### config.mk
export PLATFORM = sky130hd
export DESIGN_NAME = ept_tracker
export DESIGN_NICKNAME = d
export VERILOG_FILES = /design/src/logic/ept_pkg.sv /design/src/logic/ept_op_if.sv /design/src/logic/ept_apb_slave.sv /design/src/logic/ept_access_check.sv /design/src/logic/ept_tracker.sv
export SDC_FILE = /design/constraint.sdc
export NUM_CORES = 2
export LEC_CHECK = 0
export BUFFER_PORTS_ARGS = -buffer_cell sky130_fd_sc_hd__buf_4
export CAP_MARGIN = 20
export CORE_MARGIN = 2
export CORE_UTILIZATION = 60
export CTS_CLUSTER_DIAMETER = 150
export DETAILED_ROUTE_END_ITERATION = 6
export PLACE_DENSITY_LB_ADDON = 0.2
export SYNTH_ARGS = -nofsm -noshare
export SYNTH_HDL_FRONTEND = slang
export SYNTH_SLANG_ARGS = --single-unit
### constraint.sdc
create_clock -name pclk -period 4.9 [get_ports pclk]
set_input_delay 0.245 -clock pclk [delete_from_list [all_inputs] [get_ports pclk]]
set_output_delay 0.245 -clock pclk [all_outputs]
set_load 0.005 [all_outputs]
### src/logic/ept_pkg.sv
// shared constants and types of the protected page state tracker
// assumes a single pclk domain and an apb register port
package ept_pkg;

  // ****************************************
  // sizes
  // ****************************************
  localparam int PAGES = 16;
  localparam int PW = 4;
  localparam int SLOT_PER_PAGE = 4;
  localparam int SW = 6;
  localparam int SLOTS = PAGES * SLOT_PER_PAGE;
  localparam int TAG_W = 8;
  // content buffer is 4K bytes, metadata buffer 128 bytes
  localparam int PAGE_SHIFT = 12;
  localparam int META_SHIFT = 7;

  // ****************************************
  // register map and fields
  // ****************************************
  localparam logic [7:0] ADDR_CMD = 8'h00;
  localparam logic [7:0] ADDR_STATUS = 8'h04;
  localparam logic [7:0] ADDR_SEL = 8'h08;
  localparam logic [7:0] ADDR_PAGE = 8'h0C;
  localparam logic [7:0] ADDR_BUF = 8'h10;
  localparam logic [7:0] ADDR_META = 8'h14;
  localparam int CMD_OP_LSB = 0;
  localparam int CMD_PAGE_LSB = 4;
  localparam int CMD_PAR_LSB = 8;
  localparam int CMD_SLOT_LSB = 12;
  localparam int ST_ERR_BIT = 1;
  localparam int ST_CODE_LSB = 4;
  localparam int PV_SLOT_LSB = 16;
  localparam logic [2:0] RIGHTS_ALL = 3'h7;
  localparam logic [2:0] RIGHTS_NONE = 3'h0;

  // ****************************************
  // types
  // ****************************************
  typedef enum logic [3:0] {
    nop_op = 4'h0,
    create_version_page_op = 4'h1,
    block_page_op = 4'h2,
    track_enclave_op = 4'h3,
    writeback_evict_op = 4'h4,
    reload_blocked_op = 4'h5,
    reload_unblocked_op = 4'h6,
    dynamic_allocate_op = 4'h7,
    accept_change_op = 4'h8,
    change_page_type_op = 4'h9,
    create_control_op = 4'hA
  } ept_op_t;

  typedef enum logic [1:0] {
    regular_page_type = 2'h0,
    thread_control_page_type = 2'h1,
    control_page_type = 2'h2,
    version_array_type = 2'h3
  } ept_ptype_t;

  typedef enum logic [3:0] {
    err_none = 4'h0,
    err_state = 4'h1,
    err_slot = 4'h2,
    err_parent = 4'h3,
    err_children = 4'h4,
    err_untracked = 4'h5,
    err_op = 4'h6,
    err_buffer = 4'h7
  } ept_err_t;

  typedef struct packed {
    logic [PW-1:0] parent;
    logic [2:0] rights;
    ept_ptype_t ptype;
    logic pending;
    logic trk_pend;
    logic blocked;
    logic valid;
  } ept_page_t;

  typedef struct packed {
    logic [TAG_W-1:0] tag;
    logic [PW-1:0] parent;
    ept_ptype_t ptype;
    logic used;
  } ept_slot_t;

endpackage : ept_pkg

### src/logic/ept_op_if.sv
// operation request and result path between register port and core
// assumes both ends on pclk
`timescale 1ns/100ps
interface ept_op_if;
  logic req;
  ept_pkg::ept_op_t op;
  logic [ept_pkg::PW-1:0] page;
  logic [ept_pkg::PW-1:0] parent;
  logic [ept_pkg::SW-1:0] slot;
  logic [ept_pkg::TAG_W-1:0] tag;
  logic aligned;
  logic [ept_pkg::PW-1:0] sel;
  ept_pkg::ept_page_t view;
  logic [ept_pkg::SLOT_PER_PAGE-1:0] view_slots;
  logic err;
  ept_pkg::ept_err_t code;
  modport slv (output req, op, page, parent, slot, tag, aligned, sel,
    input view, view_slots, err, code);
  modport core (input req, op, page, parent, slot, tag, aligned, sel,
    output view, view_slots, err, code);
endinterface : ept_op_if

### src/logic/ept_apb_slave.sv
// apb register port: command launch, buffer addresses, state readback
// assumes apb master holding requests until pready
`timescale 1ns/100ps
module ept_apb_slave (
  input wire logic pclk,
  input wire logic presetn,
  input wire logic psel,
  input wire logic penable,
  input wire logic pwrite,
  input wire logic [7:0] paddr,
  input wire logic [31:0] pwdata,
  output logic [31:0] prdata,
  output logic pready,
  output logic pslverr,
  ept_op_if.slv opi
);
  typedef struct packed {
    logic [ept_pkg::PW-1:0] sel;
    logic [31:0] bufa;
    logic [31:0] meta;
    logic [31:0] rdata;
  } ept_slv_t;
  ept_slv_t s_r;
  ept_slv_t s_nxt;
  logic mapped;
  logic acc_wr;
  logic [31:0] rd;

  assign mapped = paddr == ept_pkg::ADDR_CMD || paddr == ept_pkg::ADDR_STATUS
    || paddr == ept_pkg::ADDR_SEL || paddr == ept_pkg::ADDR_PAGE
    || paddr == ept_pkg::ADDR_BUF || paddr == ept_pkg::ADDR_META;
  assign acc_wr = psel && penable && pwrite;
  assign pready = 1'b1;
  assign pslverr = psel && penable && !mapped;
  assign prdata = s_r.rdata;
  // command launches in the access cycle so status is fresh on the next read
  assign opi.req = acc_wr && paddr == ept_pkg::ADDR_CMD;
  assign opi.op = ept_pkg::ept_op_t'(pwdata[ept_pkg::CMD_OP_LSB +: 4]);
  assign opi.page = pwdata[ept_pkg::CMD_PAGE_LSB +: ept_pkg::PW];
  assign opi.parent = pwdata[ept_pkg::CMD_PAR_LSB +: ept_pkg::PW];
  assign opi.slot = pwdata[ept_pkg::CMD_SLOT_LSB +: ept_pkg::SW];
  // weak binding of image to its buffers, stands in for the mac check
  assign opi.tag = s_r.bufa[ept_pkg::PAGE_SHIFT +: ept_pkg::TAG_W]
    ^ s_r.meta[ept_pkg::META_SHIFT +: ept_pkg::TAG_W];
  assign opi.aligned = s_r.bufa[ept_pkg::PAGE_SHIFT-1:0] == '0
    && s_r.meta[ept_pkg::META_SHIFT-1:0] == '0;
  assign opi.sel = s_r.sel;

  always_comb
  begin
    rd = 32'h0000_0000;
    if (paddr == ept_pkg::ADDR_STATUS)
    begin
      rd[ept_pkg::ST_ERR_BIT] = opi.err;
      rd[ept_pkg::ST_CODE_LSB +: 4] = opi.code;
    end
    else if (paddr == ept_pkg::ADDR_SEL)
      rd[ept_pkg::PW-1:0] = s_r.sel;
    else if (paddr == ept_pkg::ADDR_PAGE)
    begin
      rd[$bits(ept_pkg::ept_page_t)-1:0] = opi.view;
      rd[ept_pkg::PV_SLOT_LSB +: ept_pkg::SLOT_PER_PAGE] = opi.view_slots;
    end
    else if (paddr == ept_pkg::ADDR_BUF)
      rd = s_r.bufa;
    else if (paddr == ept_pkg::ADDR_META)
      rd = s_r.meta;
    s_nxt = s_r;
    if (psel && !penable && !pwrite)
      s_nxt.rdata = rd;
    if (acc_wr && paddr == ept_pkg::ADDR_SEL)
      s_nxt.sel = pwdata[ept_pkg::PW-1:0];
    if (acc_wr && paddr == ept_pkg::ADDR_BUF)
      s_nxt.bufa = pwdata;
    if (acc_wr && paddr == ept_pkg::ADDR_META)
      s_nxt.meta = pwdata;
  end

  always_ff @(posedge pclk or negedge presetn)
  begin
    if (!presetn)
      s_r <= '0;
    else
      s_r <= s_nxt;
  end
endmodule : ept_apb_slave

### src/logic/ept_access_check.sv
// access filter: decides whether an enclave access to a page faults
// assumes page state vector from the tracker core
`timescale 1ns/100ps
module ept_access_check (
  input wire logic pclk,
  input wire logic presetn,
  input ept_pkg::ept_page_t [ept_pkg::PAGES-1:0] pages,
  input wire logic acc_valid,
  input wire logic [ept_pkg::PW-1:0] acc_page,
  input wire logic acc_tlb_hit,
  output logic acc_fault,
  output logic acc_grant
);
  typedef struct packed {
    logic fault;
    logic grant;
  } ept_acc_t;
  ept_acc_t s_r;
  ept_acc_t s_nxt;
  ept_pkg::ept_page_t p;

  assign acc_fault = s_r.fault;
  assign acc_grant = s_r.grant;

  always_comb
  begin
    p = pages[acc_page];
    s_nxt = '0;
    if (acc_valid)
    begin
      s_nxt.fault = !p.valid
        || p.pending
        || (p.blocked && !acc_tlb_hit)
        || p.rights == ept_pkg::RIGHTS_NONE
        || p.ptype != ept_pkg::regular_page_type;
      s_nxt.grant = !s_nxt.fault;
    end
  end

  always_ff @(posedge pclk or negedge presetn)
  begin
    if (!presetn)
      s_r <= '0;
    else
      s_r <= s_nxt;
  end
endmodule : ept_access_check

### src/logic/ept_tracker.sv
// top of the protected page cache state tracker: page states,
// version slots and the paging / allocation operation checks
// assumes software issues one operation per apb write to the command word
//
// The APB slave port and the register addresses were chosen for this implementation.
`timescale 1ns/100ps
module ept_tracker (
  input wire logic pclk,
  input wire logic presetn,
  input wire logic psel,
  input wire logic penable,
  input wire logic pwrite,
  input wire logic [7:0] paddr,
  input wire logic [31:0] pwdata,
  output logic [31:0] prdata,
  output logic pready,
  output logic pslverr,
  input wire logic acc_valid,
  input wire logic [ept_pkg::PW-1:0] acc_page,
  input wire logic acc_tlb_hit,
  output logic acc_fault,
  output logic acc_grant,
  output logic zero_req,
  output logic [ept_pkg::PW-1:0] zero_page
);

  // ****************************************
  // state
  // ****************************************
  typedef struct packed {
    ept_pkg::ept_page_t [ept_pkg::PAGES-1:0] pg;
    ept_pkg::ept_slot_t [ept_pkg::SLOTS-1:0] sl;
    logic err;
    ept_pkg::ept_err_t code;
    logic zero;
    logic [ept_pkg::PW-1:0] zpage;
  } ept_core_t;

  ept_core_t s_r;
  ept_core_t s_nxt;
  ept_op_if opi ();

  ept_pkg::ept_page_t tgt;
  ept_pkg::ept_page_t par;
  ept_pkg::ept_page_t vap;
  ept_pkg::ept_slot_t rec;
  ept_pkg::ept_err_t e;
  logic [ept_pkg::PW-1:0] va_idx;
  logic children;
  logic slot_ok;

  // ****************************************
  // register port and access filter
  // ****************************************
  ept_apb_slave u_apb (
    .pclk(pclk),
    .presetn(presetn),
    .psel(psel),
    .penable(penable),
    .pwrite(pwrite),
    .paddr(paddr),
    .pwdata(pwdata),
    .prdata(prdata),
    .pready(pready),
    .pslverr(pslverr),
    .opi(opi)
  );

  ept_access_check u_acc (
    .pclk(pclk),
    .presetn(presetn),
    .pages(s_r.pg),
    .acc_valid(acc_valid),
    .acc_page(acc_page),
    .acc_tlb_hit(acc_tlb_hit),
    .acc_fault(acc_fault),
    .acc_grant(acc_grant)
  );

  assign opi.view = s_r.pg[opi.sel];
  assign opi.err = s_r.err;
  assign opi.code = s_r.code;
  assign zero_req = s_r.zero;
  assign zero_page = s_r.zpage;

  generate
    for (genvar k = 0; k < ept_pkg::SLOT_PER_PAGE; k++)
    begin : g_view
      assign opi.view_slots[k] = s_r.sl[{opi.sel, 2'(k)}].used;
    end
  endgenerate

  // ****************************************
  // operand lookup
  // ****************************************
  always_comb
  begin
    tgt = s_r.pg[opi.page];
    par = s_r.pg[opi.parent];
    va_idx = opi.slot[ept_pkg::SW-1:ept_pkg::SW-ept_pkg::PW];
    vap = s_r.pg[va_idx];
    rec = s_r.sl[opi.slot];
    children = 1'b0;
    for (int i = 0; i < ept_pkg::PAGES; i++)
    begin
      if (s_r.pg[i].valid && s_r.pg[i].parent == opi.page
          && s_r.pg[i].ptype != ept_pkg::control_page_type
          && s_r.pg[i].ptype != ept_pkg::version_array_type)
        children = 1'b1;
    end
    // slot must sit in a resident version page
    slot_ok = vap.valid && vap.ptype == ept_pkg::version_array_type;
  end

  // ****************************************
  // operation execution
  // ****************************************
  // every branch writes state only once all checks passed, so a refused
  // operation leaves pages and slots exactly as they were
  always_comb
  begin
    s_nxt = s_r;
    s_nxt.zero = 1'b0;
    e = ept_pkg::err_none;
    if (opi.req)
    begin
      case (opi.op)
        ept_pkg::create_version_page_op:
        begin
          if (tgt.valid)
            e = ept_pkg::err_state;
          else
          begin
            s_nxt.pg[opi.page] = '0;
            s_nxt.pg[opi.page].valid = 1'b1;
            s_nxt.pg[opi.page].ptype = ept_pkg::version_array_type;
            for (int k = 0; k < ept_pkg::SLOT_PER_PAGE; k++)
              s_nxt.sl[{opi.page, 2'(k)}] = '0;
          end
        end
        ept_pkg::create_control_op:
        begin
          if (tgt.valid)
            e = ept_pkg::err_state;
          else
          begin
            s_nxt.pg[opi.page] = '0;
            s_nxt.pg[opi.page].valid = 1'b1;
            s_nxt.pg[opi.page].ptype = ept_pkg::control_page_type;
            s_nxt.pg[opi.page].parent = opi.page;
          end
        end
        ept_pkg::block_page_op:
        begin
          if (!tgt.valid || tgt.blocked
              || tgt.ptype == ept_pkg::control_page_type
              || tgt.ptype == ept_pkg::version_array_type)
            e = ept_pkg::err_state;
          else
          begin
            s_nxt.pg[opi.page].blocked = 1'b1;
            s_nxt.pg[opi.page].trk_pend = 1'b1;
          end
        end
        ept_pkg::track_enclave_op:
        begin
          if (!tgt.valid || tgt.ptype != ept_pkg::control_page_type)
            e = ept_pkg::err_state;
          else
          begin
            for (int i = 0; i < ept_pkg::PAGES; i++)
            begin
              if (s_r.pg[i].valid && s_r.pg[i].blocked
                  && s_r.pg[i].parent == opi.page)
                s_nxt.pg[i].trk_pend = 1'b0;
            end
          end
        end
        ept_pkg::writeback_evict_op:
        begin
          if (!tgt.valid)
            e = ept_pkg::err_state;
          else if (!slot_ok || rec.used || va_idx == opi.page)
            e = ept_pkg::err_slot;
          else if (!opi.aligned)
            e = ept_pkg::err_buffer;
          else if (tgt.ptype == ept_pkg::control_page_type && children)
            e = ept_pkg::err_children;
          else if ((tgt.ptype == ept_pkg::regular_page_type
              || tgt.ptype == ept_pkg::thread_control_page_type)
              && !tgt.blocked)
            e = ept_pkg::err_state;
          else if ((tgt.ptype == ept_pkg::regular_page_type
              || tgt.ptype == ept_pkg::thread_control_page_type)
              && tgt.trk_pend)
            e = ept_pkg::err_untracked;
          else
          begin
            s_nxt.sl[opi.slot].used = 1'b1;
            s_nxt.sl[opi.slot].ptype = tgt.ptype;
            s_nxt.sl[opi.slot].parent = tgt.parent;
            s_nxt.sl[opi.slot].tag = opi.tag;
            s_nxt.pg[opi.page] = '0;
          end
        end
        ept_pkg::reload_blocked_op,
        ept_pkg::reload_unblocked_op:
        begin
          if (tgt.valid)
            e = ept_pkg::err_state;
          else if (!slot_ok || !rec.used)
            e = ept_pkg::err_slot;
          else if (!opi.aligned || rec.tag != opi.tag)
            e = ept_pkg::err_buffer;
          else if ((rec.ptype == ept_pkg::regular_page_type
              || rec.ptype == ept_pkg::thread_control_page_type)
              && (!par.valid || par.ptype != ept_pkg::control_page_type
              || opi.parent != rec.parent))
            e = ept_pkg::err_parent;
          else
          begin
            s_nxt.pg[opi.page] = '0;
            s_nxt.pg[opi.page].valid = 1'b1;
            s_nxt.pg[opi.page].ptype = rec.ptype;
            s_nxt.pg[opi.page].parent =
              rec.ptype == ept_pkg::control_page_type ? opi.page : rec.parent;
            s_nxt.pg[opi.page].rights =
              rec.ptype == ept_pkg::regular_page_type ? ept_pkg::RIGHTS_ALL
                                                      : ept_pkg::RIGHTS_NONE;
            s_nxt.pg[opi.page].blocked =
              opi.op == ept_pkg::reload_blocked_op;
            s_nxt.sl[opi.slot] = '0;
          end
        end
        ept_pkg::dynamic_allocate_op:
        begin
          if (tgt.valid)
            e = ept_pkg::err_state;
          else if (!par.valid || par.ptype != ept_pkg::control_page_type)
            e = ept_pkg::err_parent;
          else
          begin
            s_nxt.pg[opi.page] = '0;
            s_nxt.pg[opi.page].valid = 1'b1;
            s_nxt.pg[opi.page].pending = 1'b1;
            s_nxt.pg[opi.page].ptype = ept_pkg::regular_page_type;
            s_nxt.pg[opi.page].rights = ept_pkg::RIGHTS_ALL;
            s_nxt.pg[opi.page].parent = opi.parent;
            s_nxt.zero = 1'b1;
            s_nxt.zpage = opi.page;
          end
        end
        ept_pkg::accept_change_op:
        begin
          // expected type travels in the low slot bits
          if (!tgt.valid || !tgt.pending || tgt.blocked
              || tgt.ptype != ept_pkg::ept_ptype_t'(opi.slot[1:0]))
            e = ept_pkg::err_state;
          else
            s_nxt.pg[opi.page].pending = 1'b0;
        end
        ept_pkg::change_page_type_op:
        begin
          if (!tgt.valid || tgt.pending || tgt.blocked
              || tgt.ptype != ept_pkg::regular_page_type
              || opi.slot[1:0] != ept_pkg::thread_control_page_type)
            e = ept_pkg::err_state;
          else
          begin
            s_nxt.pg[opi.page].ptype = ept_pkg::thread_control_page_type;
            s_nxt.pg[opi.page].rights = ept_pkg::RIGHTS_NONE;
            s_nxt.pg[opi.page].pending = 1'b1;
          end
        end
        default:
        begin
          e = ept_pkg::err_op;
        end
      endcase
      s_nxt.err = e != ept_pkg::err_none;
      s_nxt.code = e;
    end
  end

  always_ff @(posedge pclk or negedge presetn)
  begin
    if (!presetn)
      s_r <= '0;
    else
      s_r <= s_nxt;
  end

endmodule : ept_tracker

Word-level counts from Yosys, hierarchy flattened:

Cells that the tools add are included.

* memories kept: 0
* memory bits (read-only): 0
* latch bits: 0
* word-level logic and storage cells: 913
* memory bits (writable): 0
* bits of input ports: 51
* register bits: 1280
* output and inout port bits: 41

* $lt $le $gt $ge: 20
* multipliers: 0
* reductions and logical operators: 176
* multiplexer cells: 214
* shift operators: 0
* div/mod/pow operators: 0
* bitwise gates (word level): 15
* eq/ne operators: 110
* add/sub/neg operators: 0

Operator list (number)
* two-way mux 1168 bit: 11
* AND 960 bit: 5
* bitwise mux 960 bit: 4
* bitwise mux 208 bit: 18
* case mux 960 bit (3 select lines): 1
* NOT 960 bit: 2
* case mux 12 bit (8 select lines): 15
* two-way mux 208 bit: 6
* NOT 915 -> 960 bit: 1
* NOT 930 -> 960 bit: 1
* NOT 945 -> 960 bit: 1
* demux 15 bit (select 6 bit): 5
* demux 13 bit (select 4 bit): 8
* AND reduction 21 bit: 16
* binary-select mux 13 bit (select 4 bit): 5
* binary-select mux 15 bit (select 4 bit): 4
* demux 15 bit (select 4 bit): 4
* AND 208 bit: 1
* NOT 208 bit: 1
* case mux 1 bit (9 select lines): 16
* != test 2 bit, second input constant: 68
* two-way mux 15 bit: 7
* logical AND 1 bit: 102
* binary-select mux 15 bit (select 6 bit): 1
* other kinds (52): 232

Depth between registers and ports, before layout:

* depth after elaboration: 28
* mapped depth: 20
* gate-level depth less buffers: 11

Cells and area by module:

A second synthesis with hierarchy kept.

* cell total of the unflattened synthesis: 6004
* area, all modules: 68220.4 µm²

Modules (own cells, without submodules)
* ept_tracker: area an instance 62381.1 µm², sequential area each 29453.2 µm², times used 1, cells an instance 5485
* ept_apb_slave: area an instance 5079.9 µm², sequential area each 2502.4 µm², times used 1, cells an instance 416
* ept_access_check: area an instance 759.5 µm², sequential area each 50.0 µm², times used 1, cells an instance 103

Worst setup path after synthesis:

OpenSTA, ideal clock, no wires.

* path type: input-to-reg
* start: in pwdata[12]
* end: reg s_r[759] (netlist bit)
* required time: 4.768 ns
* cell stages on the path: 17
* setup time: 0.132 ns
* path buffers: 6
* arrival: 3.665 ns
* setup slack: 1.104 ns
* cell sequence: buf_6 -> nand2b_1 -> clkbuf_1 -> clkbuf_1 -> o221ai_1 -> a222oi_1 -> o22ai_1 -> nor4_1 -> xor2_1 -> o41ai_1 -> and4_4 -> nor2_2 -> clkbuf_1 -> or3_1 -> clkbuf_1 -> buf_2 -> o2bb2ai_1

* longest elaborated chain between the ends: 12
* elaborated cells on any way between the ends: 46
* classes of those cells: 2 x order compare; 7 x eq/ne; 24 x mux; 2 x bitwise; 11 x reduce/logical

Ends and longest elaborated chain
* start, declared: line ept_tracker.sv:14 `input wire logic [31:0] pwdata,`
* < comparator 6 x 7 -> 1 bit (implied by the code), or another cell as far along: line ept_tracker.sv:202, ept_tracker.sv:232
* logical AND 1 bit (implied by the code) / bitwise mux 960 bit (equally long branches): line ept_tracker.sv:202, ept_tracker.sv:232, ept_tracker.sv:199
* two-way mux 15 bit (implied by the code) / bitwise mux 960 bit (equally long branches): line ept_tracker.sv:202, ept_tracker.sv:200
* demux 15 bit (select 6 bit) / bitwise mux 960 bit (equally long branches): line ept_tracker.sv:202, ept_tracker.sv:201
* bitwise mux 960 bit: line ept_tracker.sv:202 `s_nxt.sl[opi.slot].tag = opi.tag;`
* two-way mux 1168 bit: line ept_tracker.sv:193 `else if ((tgt.ptype == ept_pkg::regular_page_type`
* two-way mux 1168 bit: line ept_tracker.sv:189 `else if ((tgt.ptype == ept_pkg::regular_page_type`
* two-way mux 1168 bit: line ept_tracker.sv:187 `else if (tgt.ptype == ept_pkg::control_page_type && children)`
* two-way mux 1168 bit: line ept_tracker.sv:185 `else if (!opi.aligned)`
* two-way mux 1168 bit: line ept_tracker.sv:183 `else if (!slot_ok || rec.used || va_idx == opi.page)`
* two-way mux 1168 bit: line ept_tracker.sv:181 `if (!tgt.valid)`
* case mux 960 bit (3 select lines): line ept_tracker.sv:127 `case (opi.op)`
* end signal, assigned: line ept_tracker.sv:290 `s_r <= s_nxt;`
* end, declared: line ept_tracker.sv:39 `ept_core_t s_r;`

Parallel ways exist; a longest one is shown, timed or not. The select of a mux whose other input is x is not followed.
A chain may end at the register's enable or synchronous reset.

Worst setup path after layout:

* start: reg s_r[899] (netlist bit)
* end: reg s_r[446] (netlist bit)

* longest elaborated chain between the ends: 7

Ends and longest elaborated chain
* binary-select mux 15 bit (select 6 bit): line ept_tracker.sv:102 `rec = s_r.sl[opi.slot];`
* two-way mux 15 bit (implied by the code): line ept_tracker.sv:102
* != test 4 bit: line ept_tracker.sv:218 `|| opi.parent != rec.parent))`
* logical OR 1 bit: line ept_tracker.sv:218
* logical AND 1 bit: line ept_tracker.sv:217 `&& (!par.valid || par.ptype != ept_pkg::control_page_type`
* != test 2 bit (no source line)
* AND reduction 13 bit (no source line)

Every way passes these cells. The select of a mux whose other input is x is not followed.

==> qor.yml <==
power_density_nw_per_um2: 309
hpwl_um: 215000
synth-xor-area-share_pct: 1.13
clk_latency_ns: 0.80
cts.path.max_buffers: 3
outcome: "finished, violations left"
dieWidth_um: 337
place_ws_ns: -0.283
fmax_mhz: 201
drt_first_iter_violations: 11000
initial_core_util_pct: 60.4
rsz0062_at_grt: "no"
ios: 92
rows: 122
core_area_sq_um: 110000
cts.sinks: 1279
track_usage_pct: 55.7
synth_seq_cells: 1279
num_vias: 63100
die_h_um: 337
crit_slowest_cell: "nor4_1"
grt_pass1_wl_um: 450000
setup_viol: 71
yosysSeqAreaShare_pct: 48.0
h-tree-depth: 4
synth-simple-area-share_pct: 8.47
crit_arrival_ns: 5.64
fin_worst_skew_ns: 0.0384
ir_drop_mv: 0.330
crit_required_ns: 5.56
antenna_found_initial: 22
setup_ws_ns: -0.0782
regArea_sq_um: 32000
syn2layout_area_growth_pct: 15.7
ant_nets: 0
cts_tree: "built"
synth_edf_count: 0
yosysTopAreaCell: "dfrtp_1"
synthAdderAreaFrac_pct: 0
final_core_util_pct: 69.9
period_needed_ns: 4.98
path_max_fanout: 19
routed_via_density: 8.08
grt_start_max_net_pins: 159
synth.avg_cell_area_sq_um: 11.0
netlist_area_sq_um: 66700
routabilityCongestion: 1.11
synth_top_family_by_area: "compound AO/OA/AOI/OAI gates"
synth_top_area_share_pct: 48.0
dieArea_sq_um: 114000
critPathMaxStageDelay_ns: 0.74
yosysUniqueCellTypes: 85
post_cts_buffers: 0
cp-end-kind: "flip-flop"
cts-root-buf: "clkbuf_16"
finalCritPeriodShare_pct: 102
wirelength_um: 316000
route.detailed.drc: 23
synth_common_cells: "dfrtp_1 (1,279), o2bb2ai_1 (718), clkbuf_1 (412), o21ai_0 (402), nand2_1 (389)"
slew_violations: 0
hold_path_class: "in -> reg"
io_buffers: 90
grt_pass1_vias: 61000
synthArstFlopShare_pct: 100
crit_path_start_kind: "flip-flop"
worstSetupPathType: "reg -> reg"
p_leak_nw: 32.1
globalRouteOverflowTotal: 0
muxShareOfSynthArea_pct: 11.2
clk_pin_slew_ns: 0.06
synth_compound_area_share_pct: 26.1
crit_chain: "mux4_2 > mux2i_1 > a22oi_1 > o211ai_1 > nor4_1 > buf_4 > xor2_1 > o41ai_1 > buf_4 > and4_4 > nor2_4 > buf_12 > or3_1 > buf_4 > a22o_1"
synth.area.top_cells: "dfrtp_1 (48%), o2bb2ai_1 (9.4%), mux4_2 (7.7%)"
layout-drive-gt1-share_pct: 20.8
synthFlopType: "dfrtp_1"
cts_made_buffers: 142
p_total_mw: 23.9
final_nets: 6239
critical_path.most_common_cell: "buf_4"
syn_inst: 6033
wire_per_inst_um: 40.5
max-slew-margin-rel_pct: 17.5
synth_nets: 6084
hold_viol: 0
fillers: 7989
violations: "design-rule violations, negative setup slack"
maxCapViolations: 0
multi_input_area_sq_um: 31600
max_slew.worst_pin.slew_ns: 1.24
dr.pass1.iters: 7
synth.most_common_cell: "dfrtp_1"
synth_warnings: 0
==> state kept, by name, indices dropped and copies added, names as in the netlist <==
register and flops:
zero_page 4, u_apb.opi.sel 4, opi.code 3, u_apb.prdata 32, u_acc.acc_fault 1, opi.err 1, s_r 1168, zero_req 1
u_apb.s_r 64, u_acc.acc_grant 1
==> report_power, final <==
part	switching (mW)	total, mW	internal, mW
sequential	0.0168	10.6	10.6
clock	4.74	11.2	6.43
combinational	1.54	2.10	0.568
total	6.30	23.9	17.6
==> layer usage <==
metal | part of all wire (%) | routed length (um) | vias to the layer above | GRT usage, %
met5 | 0.11 | 333 | - | 0.894
met4 | 11 | 35400 | 30 | 48.5
met3 | 15 | 46200 | 1862 | 21.9
met2 | 41 | 129000 | 6046 | 77.1
met1 | 33 | 105000 | 31300 | 67.5
li1 | - | - | 23800 | -
==> area by class of cell <==
cell class | instances | share of cell area, %
repair buffers | 688 | 8.64
well taps | 1488 | 2.41
diodes | 20 | 0.0649
inverters | 52 | 0.253
multi-input cells | 4025 | 40.9
flip-flops and latches | 1279 | 41.5
clock inverters | 51 | 0.980
clock buffers | 198 | 5.22
==> cells by family after synthesis <==
kind of cell	Yosys count
buffers and inverters	729
other	1
multiplexers	445
flip-flops	1279
AND/OR/NAND/NOR	1164
AO/OA/AOI/OAI	2329
XOR/XNOR	86
==> stage by stage <==
step | instances | hold WS [ns] | area (sq um) | setup TNS, ns
2_1_floorplan | 6033 | -0.0506 | 66700 | 0
3_3_place_gp | 7508 | 0.338 | 72000 | -131.17
3_5_place_dp | 7509 | 0.332 | 72000 | -146.87
4_1_cts | 7780 | 0.0269 | 77000 | 0
5_1_grt | 7781 | 0.0410 | 77100 | 0
6_report | 7801 | 0.0337 | 77100 | -1.47
==> critical path, delay by kind of cell (launching register included) <==
family / cells / cell delay [ns]
AOI/OAI and AO/OA: 4 / 1.44
xor gates and xnor gates: 1 / 0.10
buffers and inverters: 4 / 0.93
DFF: 1 / 0.37
muxes: 2 / 0.45
and+or+nand+nor: 4 / 1.53
==> timing repair <==
action / in CTS / in global routing
hold buffers: 22 / 0
endpoints found under the hold margin: 161 / 0
gates resized for setup: 0 / 2
setup endpoints to repair: 0 / 785
==> cells in the final DEF, fill, tap and decap left out, types with 48 or more instances in the layout <==
cell,count
or3_1,53
o22ai_1,64
a221oi_1,111
o2bb2ai_1,718
a22oi_1,103
xnor2_1,60
nand2_1,378
a31oi_1,48
mux2_2,97
a22o_1,125
nor2_1,268
nor3_1,68
buf_12,111
mux4_2,229
mux2i_1,119
o21ai_0,397
a21oi_1,196
buf_4,549
o31ai_1,174
nand4_1,51
and3_1,54
nand3_1,81
a2bb2oi_1,92
dfrtp_1,1277
clkbuf_16,144
==> worst paths after layout <==
kind                       startpoint        end  slack, ns  depth (start not counted)
max                          s_r[899]   s_r[446]      -0.08                         15
min                         pwdata[0]  s_r[1038]       0.03                          2
max reg2reg                  s_r[899]   s_r[446]      -0.08                         15
min reg2reg                  s_r[734]   s_r[734]       0.48                          1
max in group asynchronous     presetn  s_r[1059]       3.31                          3
min in group asynchronous     presetn   s_r[699]       0.15                          2
No activity file was read; power rests on OpenSTA's default activity.
